File: src/logic/cfrs_map.svh
// register offsets, flag positions and reset values of the cpu register set
`ifndef CFRS_MAP_SVH
`define CFRS_MAP_SVH
`define CFRS_OFS_GEN      5'h00
`define CFRS_OFS_SEG      5'h08
`define CFRS_OFS_IP       5'h0C
`define CFRS_OFS_PSW      5'h0D
`define CFRS_OFS_BYTE     5'h10
`define CFRS_BIT_CARRY    0
`define CFRS_BIT_PARITY   2
`define CFRS_BIT_AUX      4
`define CFRS_BIT_ZERO     6
`define CFRS_BIT_SIGN     7
`define CFRS_BIT_TRAP     8
`define CFRS_BIT_INTEN    9
`define CFRS_BIT_DIR      10
`define CFRS_BIT_OVF      11
`define CFRS_PSW_MASK     16'h0FD5
`define CFRS_RST_CODE_SEG 16'hFFFF
`define CFRS_RST_SEG      16'h0000
`define CFRS_RST_IP       16'h0000
`define CFRS_RST_PSW      16'h0000
`define CFRS_SEG_SHIFT    4
`define CFRS_STEP_VECTOR  8'h01
`endif

File: src/logic/cfrs_pkg.sv
// types shared by the cpu register set
`default_nettype none
package cfrs_pkg;
  typedef enum logic [2:0] {
    CFRS_OP_ADD = 3'h0,
    CFRS_OP_SUB = 3'h1,
    CFRS_OP_AND = 3'h2,
    CFRS_OP_OR  = 3'h3,
    CFRS_OP_XOR = 3'h4
  } cfrs_op_t;
  typedef enum logic [1:0] {
    CFRS_SEG_EXTRA = 2'h0,
    CFRS_SEG_CODE  = 2'h1,
    CFRS_SEG_STACK = 2'h2,
    CFRS_SEG_DATA  = 2'h3
  } cfrs_seg_t;
endpackage : cfrs_pkg
`default_nettype wire

File: src/logic/cfrs_regs.sv
// programmer-visible registers, status word and address former of the cpu
//
// Operation
// RULE1: carry flag in bit 0 is set on a carry out of or borrow into the top bit, else cleared.
// RULE2: parity flag in bit 2 is set when the low result byte has an even count of ones.
// RULE3: aux carry flag in bit 4 is set on carry out of or borrow into the low nibble.
// RULE4: zero flag in bit 6 is set when the result is zero, else cleared.
// RULE5: sign flag in bit 7 copies the top bit of the result.
// RULE6: with trap flag in bit 8 set, a single-step interrupt follows the next instruction and clears it.
// RULE7: with interrupt-enable in bit 9 set, a maskable request transfers control through its vector.
// RULE8: string steps decrement the index registers when direction flag in bit 10 is set, else increment.
// RULE9: overflow flag in bit 11 is set when the signed result does not fit the destination.
// RULE10: addresses are a 16-bit offset added to a 16-bit segment, reaching 1 MByte.
// RULE11: the four primary general registers are reachable as words or as two byte halves.
// RULE12: the instruction pointer holds the offset of the next sequential instruction.
// RULE13: the segment is shifted left four places before the offset is added, giving 20 bits.
// RULE14: reset loads code segment with all ones, other segments, pointer and status word with zero.
`timescale 1ns/1ps
`default_nettype none
`include "cfrs_map.svh"

module cfrs_regs
  import cfrs_pkg::*;
#(
  parameter logic [7:0] INTR_VECTOR = 8'h20
) (
  input  wire logic        clock_in,
  input  wire logic        nrst_in,
  input  wire logic [4:0]  addr_in,
  input  wire logic [15:0] wdata_in,
  input  wire logic        wr_in,
  input  wire logic        rd_in,
  output logic      [15:0] rdata_out,
  input  wire logic        alu_valid_in,
  input  wire cfrs_op_t    alu_op_in,
  input  wire logic        alu_byte_in,
  input  wire logic [2:0]  alu_dst_in,
  input  wire logic [15:0] alu_src_in,
  input  wire logic        instr_done_in,
  input  wire logic [3:0]  instr_len_in,
  input  wire logic        jump_in,
  input  wire logic [15:0] jump_target_in,
  input  wire logic        str_step_in,
  input  wire logic        str_word_in,
  input  wire logic        intr_in,
  input  wire cfrs_seg_t   seg_sel_in,
  input  wire logic [15:0] offset_in,
  output logic      [19:0] phys_addr_out,
  output logic      [15:0] psw_out,
  output logic      [15:0] ip_out,
  output logic             step_trap_out,
  output logic             irq_take_out,
  output logic      [7:0]  irq_vector_out
);

  // ----------------------------------------------------------------
  // state
  // ----------------------------------------------------------------
  // general order: accumulator, count, data, base, stack ptr, base ptr, src idx, dst idx
  logic [15:0] gen_q [8];
  logic [15:0] gen_d [8];
  logic [15:0] seg_q [4];
  logic [15:0] seg_d [4];
  logic [15:0] ip_q, ip_d;
  logic [15:0] psw_q, psw_d;
  logic [15:0] rdata_q, rdata_d;
  logic [19:0] phys_q, phys_d;
  logic        step_q, step_d;
  logic        take_q, take_d;
  logic [7:0]  vec_q, vec_d;
  logic        intr_meta_q, intr_sync_q;

  function automatic logic even_parity(input logic [7:0] v);
    even_parity = ~(^v);
  endfunction : even_parity

  // byte halves: bit 2 picks the high half of one of the first four registers
  function automatic logic [7:0] byte_of(input logic [15:0] w, input logic hi);
    byte_of = hi ? w[15:8] : w[7:0];
  endfunction : byte_of

  // ----------------------------------------------------------------
  // arithmetic and flags
  // ----------------------------------------------------------------
  logic [15:0] opa, opb, res;
  logic [16:0] wide;
  logic        msb_a, msb_b, msb_r, cout, aux, ovf, zero;

  always_comb
  begin
    opa = alu_byte_in ? {8'h00, byte_of(gen_q[{1'b0, alu_dst_in[1:0]}], alu_dst_in[2])}
                      : gen_q[alu_dst_in];
    opb = alu_byte_in ? {8'h00, alu_src_in[7:0]} : alu_src_in;
    unique case (alu_op_in)
      CFRS_OP_ADD: wide = {1'b0, opa} + {1'b0, opb};
      CFRS_OP_SUB: wide = {1'b0, opa} - {1'b0, opb};
      CFRS_OP_AND: wide = {1'b0, opa & opb};
      CFRS_OP_OR:  wide = {1'b0, opa | opb};
      CFRS_OP_XOR: wide = {1'b0, opa ^ opb};
      default:     wide = 17'h00000;
    endcase
    res   = alu_byte_in ? {8'h00, wide[7:0]} : wide[15:0];
    msb_a = alu_byte_in ? opa[7] : opa[15];
    msb_b = alu_byte_in ? opb[7] : opb[15];
    msb_r = alu_byte_in ? res[7] : res[15];
    if (alu_op_in == CFRS_OP_ADD || alu_op_in == CFRS_OP_SUB)
    begin
      cout = alu_byte_in ? (wide[8] ^ opa[8] ^ opb[8]) : wide[16]; // [RULE1]
      aux  = opa[4] ^ opb[4] ^ res[4]; // [RULE3]
      // add: like signs in, other sign out; sub: unlike signs in, sign of b out
      ovf  = (alu_op_in == CFRS_OP_ADD) ? (msb_a == msb_b) && (msb_r != msb_a)
                                        : (msb_a != msb_b) && (msb_r != msb_a); // [RULE9]
    end
    else
    begin
      cout = 1'b0;
      aux  = 1'b0;
      ovf  = 1'b0;
    end
    zero = (res == 16'h0000); // [RULE4]
  end

  // ----------------------------------------------------------------
  // next state
  // ----------------------------------------------------------------
  logic [15:0] idx_delta;

  always_comb
  begin
    gen_d   = gen_q;
    seg_d   = seg_q;
    ip_d    = ip_q;
    psw_d   = psw_q;
    step_d  = 1'b0;
    take_d  = 1'b0;
    vec_d   = vec_q;
    rdata_d = 16'h0000;
    idx_delta = str_word_in ? 16'h0002 : 16'h0001;

    if (alu_valid_in)
    begin
      if (alu_byte_in)
      begin
        if (alu_dst_in[2])
          gen_d[{1'b0, alu_dst_in[1:0]}][15:8] = res[7:0]; // [RULE11]
        else
          gen_d[{1'b0, alu_dst_in[1:0]}][7:0] = res[7:0]; // [RULE11]
      end
      else
        gen_d[alu_dst_in] = res;
      psw_d[`CFRS_BIT_CARRY]  = cout; // [RULE1]
      psw_d[`CFRS_BIT_PARITY] = even_parity(res[7:0]); // [RULE2]
      psw_d[`CFRS_BIT_AUX]    = aux; // [RULE3]
      psw_d[`CFRS_BIT_ZERO]   = zero; // [RULE4]
      psw_d[`CFRS_BIT_SIGN]   = msb_r; // [RULE5]
      psw_d[`CFRS_BIT_OVF]    = ovf; // [RULE9]
    end

    if (str_step_in)
    begin
      if (psw_q[`CFRS_BIT_DIR])
      begin
        gen_d[6] = gen_q[6] - idx_delta; // [RULE8]
        gen_d[7] = gen_q[7] - idx_delta; // [RULE8]
      end
      else
      begin
        gen_d[6] = gen_q[6] + idx_delta; // [RULE8]
        gen_d[7] = gen_q[7] + idx_delta; // [RULE8]
      end
    end

    if (instr_done_in)
    begin
      ip_d = jump_in ? jump_target_in : ip_q + {12'h000, instr_len_in}; // [RULE12]
      if (psw_q[`CFRS_BIT_TRAP])
      begin
        step_d = 1'b1; // [RULE6]
        vec_d  = `CFRS_STEP_VECTOR;
        psw_d[`CFRS_BIT_TRAP] = 1'b0; // [RULE6]
      end
      else if (intr_sync_q && psw_q[`CFRS_BIT_INTEN])
      begin
        take_d = 1'b1; // [RULE7]
        vec_d  = INTR_VECTOR;
      end
    end

    // software writes override the datapath in the same cycle
    if (wr_in)
    begin
      if ({addr_in[4:3], 3'h0} == `CFRS_OFS_GEN)
        gen_d[addr_in[2:0]] = wdata_in;
      else if ({addr_in[4:2], 2'h0} == `CFRS_OFS_SEG)
        seg_d[addr_in[1:0]] = wdata_in;
      else if (addr_in == `CFRS_OFS_IP)
        ip_d = wdata_in;
      else if (addr_in == `CFRS_OFS_PSW)
        psw_d = wdata_in & `CFRS_PSW_MASK;
      else if ({addr_in[4:3], 3'h0} == `CFRS_OFS_BYTE && !addr_in[2])
        gen_d[{1'b0, addr_in[1:0]}][7:0] = wdata_in[7:0]; // [RULE11]
      else if ({addr_in[4:3], 3'h0} == `CFRS_OFS_BYTE)
        gen_d[{1'b0, addr_in[1:0]}][15:8] = wdata_in[7:0]; // [RULE11]
    end

    if (rd_in)
    begin
      if ({addr_in[4:3], 3'h0} == `CFRS_OFS_GEN)
        rdata_d = gen_q[addr_in[2:0]];
      else if ({addr_in[4:2], 2'h0} == `CFRS_OFS_SEG)
        rdata_d = seg_q[addr_in[1:0]];
      else if (addr_in == `CFRS_OFS_IP)
        rdata_d = ip_q;
      else if (addr_in == `CFRS_OFS_PSW)
        rdata_d = psw_q;
      else if ({addr_in[4:3], 3'h0} == `CFRS_OFS_BYTE)
        rdata_d = {8'h00, byte_of(gen_q[{1'b0, addr_in[1:0]}], addr_in[2])}; // [RULE11]
    end

    // segment shifted four places then offset added, wraps at 1 MByte
    phys_d = {seg_q[seg_sel_in], 4'h0} + {4'h0, offset_in}; // [RULE10] [RULE13]
  end

  // ----------------------------------------------------------------
  // registers
  // ----------------------------------------------------------------
  // general registers keep their contents across reset
  always_ff @(posedge clock_in)
  begin
    gen_q <= gen_d;
  end

  always_ff @(posedge clock_in)
  begin
    intr_meta_q <= intr_in;
    intr_sync_q <= intr_meta_q;
  end

  always_ff @(posedge clock_in)
  begin
    if (!nrst_in)
    begin
      seg_q[CFRS_SEG_EXTRA] <= `CFRS_RST_SEG; // [RULE14]
      seg_q[CFRS_SEG_CODE]  <= `CFRS_RST_CODE_SEG; // [RULE14]
      seg_q[CFRS_SEG_STACK] <= `CFRS_RST_SEG;
      seg_q[CFRS_SEG_DATA]  <= `CFRS_RST_SEG;
      ip_q    <= `CFRS_RST_IP;
      psw_q   <= `CFRS_RST_PSW;
      rdata_q <= 16'h0000;
      phys_q  <= 20'h00000;
      step_q  <= 1'b0;
      take_q  <= 1'b0;
      vec_q   <= 8'h00;
    end
    else
    begin
      seg_q   <= seg_d;
      ip_q    <= ip_d;
      psw_q   <= psw_d;
      rdata_q <= rdata_d;
      phys_q  <= phys_d;
      step_q  <= step_d;
      take_q  <= take_d;
      vec_q   <= vec_d;
    end
  end

  assign rdata_out      = rdata_q;
  assign phys_addr_out  = phys_q;
  assign psw_out        = psw_q;
  assign ip_out         = ip_q;
  assign step_trap_out  = step_q;
  assign irq_take_out   = take_q;
  assign irq_vector_out = vec_q;

  wire quiet = !wr_in;
endmodule : cfrs_regs
`default_nettype wire
File: config.mk
export PLATFORM = sky130hd
export DESIGN_NAME = cfrs_regs
export DESIGN_NICKNAME = d
export VERILOG_FILES = /design/src/logic/cfrs_pkg.sv /design/src/logic/cfrs_regs.sv
export VERILOG_INCLUDE_DIRS = /design/src /design/src/logic
export SDC_FILE = /design/constraint.sdc
export NUM_CORES = 1
export LEC_CHECK = 0
export BUFFER_PORTS_ARGS = -buffer_cell sky130_fd_sc_hd__buf_2
export CORE_ASPECT_RATIO = 0.5
export CORE_UTILIZATION = 55
export CTS_CLUSTER_DIAMETER = 30
export DETAILED_ROUTE_END_ITERATION = 7
export PLACE_DENSITY_LB_ADDON = 0.05
export SETUP_SLACK_MARGIN = 0.05
export SYNTH_ARGS = -nofsm -noshare
export SYNTH_HDL_FRONTEND = slang
export SYNTH_SLANG_ARGS = --single-unit
File: constraint.sdc
create_clock -name clock_in -period 5.7 [get_ports clock_in]
set_clock_uncertainty 0.1 [all_clocks]
set_input_delay 0.285 -clock clock_in [delete_from_list [all_inputs] [get_ports clock_in]]
set_output_delay 0.285 -clock clock_in [all_outputs]
set_load 0.005 [all_outputs]
==> results_dict.tcl <==
set metrics [dict create \
    outcome "finished, violations left" \
    violations "DRC" \
    totalWireLength_mm 80.0 \
    worst_slew_pin_slew_ns 1.15 \
    ios 170 \
    syn_avg_cell_area_sq_um 7.88 \
    cp.required_ns 6.06 \
    synth_cells 2497 \
    critPathArrivalTime_ns 4.78 \
    dp_hpwl_mm 56.8 \
    post-route-period-util_pct 77.7 \
    holdWs_ns 0.0263 \
    grt_busiest_layer "met2" \
    hold_violations 0 \
    die_h_um 136 \
    holdBufCountCts 6 \
    clk_pin_slew_worst_paths_ns 0.05 \
    yosysWarnings 0 \
    gr-usage-met2_pct 60.6 \
    grt-ovfl-total 0 \
    utilization_pct 64.0 \
    core_sq_mm 0.0348 \
    postLayoutCellArea_sq_mm 0.0223 \
    synth_top_area_share_pct 26.4 \
    dpl_cell_area_sq_mm 0.0206 \
    final_common_cell "nand2_1" \
    ctsRootBufferMaster "clkbuf_16" \
    io_buffers 156 \
    die_area_sq_mm 0.0366 \
    drt_iter0_drc 2981 \
    p_per_area_mw_per_mm2 336 \
    cp-start-kind "input pin" \
    track_usage_pct 42.8 \
    yosysSeqAreaShare_pct 26.4 \
    cp_top_family "compound AO/OA/AOI/OAI gates" \
    fin_crit_ns 4.43 \
    post_synth_num_cell_types 81 \
    viasPerCell 6.65 \
    clk_latency_ns 0.57 \
    cts_buffer_depth 3 \
    cp-end-kind "flop" \
    grt.met1_usage_pct 59.6 \
    syn_area_sq_mm 0.0197 \
    routabilityCongestion 1.03 \
    initial_core_util_pct 56.5 \
    postCtsResizedCells 0 \
    p_leak_nw 9.04 \
    drive_above_1_share_pct 16.9 \
    htreeDepth 2 \
    grt_pass1_wl_mm 118 \
    slowest_delay_ns 0.66 \
    worstSetupPathType "input pin to flop" \
    num_vias 20500 \
    synth_edf_count 0 \
    peakVddDrop_v 0.000239 \
    area.growth.synth_to_final_pct 13.3 \
    async_flop_share_pct 0 \
    synth-seq-cells 259 \
    fp.dieW_um 269 \
    drc_errors 65 \
    cts_tree "yes" \
    maxCapViolations 0 \
    drt.antenna.violating_nets 0 \
    crit_fanout 24 \
    wl_per_cell_um 26.0 \
    grt_pass1_vias 18200 \
    relSlewSlack_pct 23.3 \
    worst_path_max_delay_cell "buf_2" \
    grt_max_degree 69 \
    antenna_found_initial 3 \
    use_met3_pct 14.4 \
    cts-buffers-inserted 45 \
    hold_class "input pin to flop" \
    path_buf_inv 3 \
    fmax_mhz 226 \
    rsz0062_at_grt "false" \
    finalMaxSlewViolations 0 \
    synth-main-ff-cell "dfxtp_1" \
    mostFrequentLayoutCells "nand2_1, dfxtp_1, nor2_1" \
    ys_top_cells_by_area "dfxtp_1, mux4_2, nand2_1" \
    rows 48 \
    tns_ns 0 \
    crit_chain "buf_2 > buf_4 > mux4_2 > nor2_1 > a21o_1 > inv_1 > ha_1 > a2111o_1 > o21ai_1 > a211oi_1 > or4_1 > nand3_1 > o21ai_0 > mux2_2" \
    post-cts-setup-buffer-count 0 \
    firstDrtPassIters 8 \
    nets 2757 \
    cts.sinks 259 \
    setup_violations 0 \
    power_mw 7.48 \
    yosysTopAreaCell "dfxtp_1" \
]
worst register-to-register path: stages (launching register included):
cell      delay (ns)
dfxtp_1         0.42
mux4_2          0.56
mux2i_1         0.17
a21o_1          0.24
inv_1           0.09
ha_1            0.27
nor2b_1         0.14
o31a_1          0.31
o21ai_1         0.33
a211oi_1        0.14
or4_1           0.51
nand3_1         0.48
o21ai_0         0.20
mux2_2          0.30
final timing paths:
check | startpoint | depth (start not counted) | end | slack [ns]
setup / recovery | alu_dst_in[0] | 14 | gen_q[45] | 1.27
hold / removal | jump_target_in[11] | 5 | ip_out[11] | 0.03
setup reg to reg | gen_q[89] | 13 | gen_q[45] | 1.36
hold reg to reg | intr_meta_q | 0 | intr_sync_q | 0.23
cell usage after synthesis, types with 23 or more instances:
cell,instances
a211oi_1,39
a21boi_0,56
a21oi_1,211
a22oi_1,39
a31oi_1,23
and2_1,23
clkbuf_1,160
dfxtp_1,259
ha_1,100
inv_1,76
mux2i_1,31
mux4_2,96
nand2_1,376
nand2b_1,31
nand3_1,46
nor2_1,255
nor2b_1,37
nor3_1,25
o21ai_0,157
o22ai_1,43
xnor2_1,48
registers in the layout (all words and copies together) (netlist names):
register,flops
gen_q,128
intr_meta_q,1
intr_sync_q,1
ip_out,16
irq_take_out,1
irq_vector_out,2
phys_addr_out,20
psw_out,9
rdata_out,16
seg_q,64
step_trap_out,1
final cells by class:
type,count,area [sq um]
diodes,4,10.0
clock buffers,50,1220
clock inverters,34,347
fillers,3077,12600
inverters,79,297
multi-input cells,1960,13400
flip-flops and latches,259,5180
well taps,475,594
repair buffers,215,1240
logic make-up (layout without fill, tap and decap cells):
group | Yosys count | count (layout) | synth area share (%)
xor+xnor | 58 | 58 | 2.58
other cells | 1 | 17 | 0.0191
flops | 259 | 259 | 26.4
simple gates | 880 | 880 | 19.9
buf+inv | 290 | 378 | 5.92
fa+ha+maj | 105 | 105 | 6.87
compound gates | 766 | 766 | 25.1
mux | 138 | 138 | 13.2
report_power, final:
part           total [mW]  internal (mW)  switching, mW
registers            2.42           2.09          0.338
logic                2.22          0.952           1.27
clock network        2.83           1.75           1.08
through the flow:
stage	setup slack [ns]	instances
2_1_floorplan	0.875	2509
3_3_place_gp	0.862	2982
3_5_place_dp	0.819	2982
4_1_cts	1.37	3072
5_1_grt	0.998	3073
6_report	1.27	3076
layer usage:
layer,routed length (um),part of all wire [%]
met1,32800,41
met2,32000,40
met3,12000,15
met4,3290,4.1
met5,0,0
No activity file was read; power rests on OpenSTA's default activity.
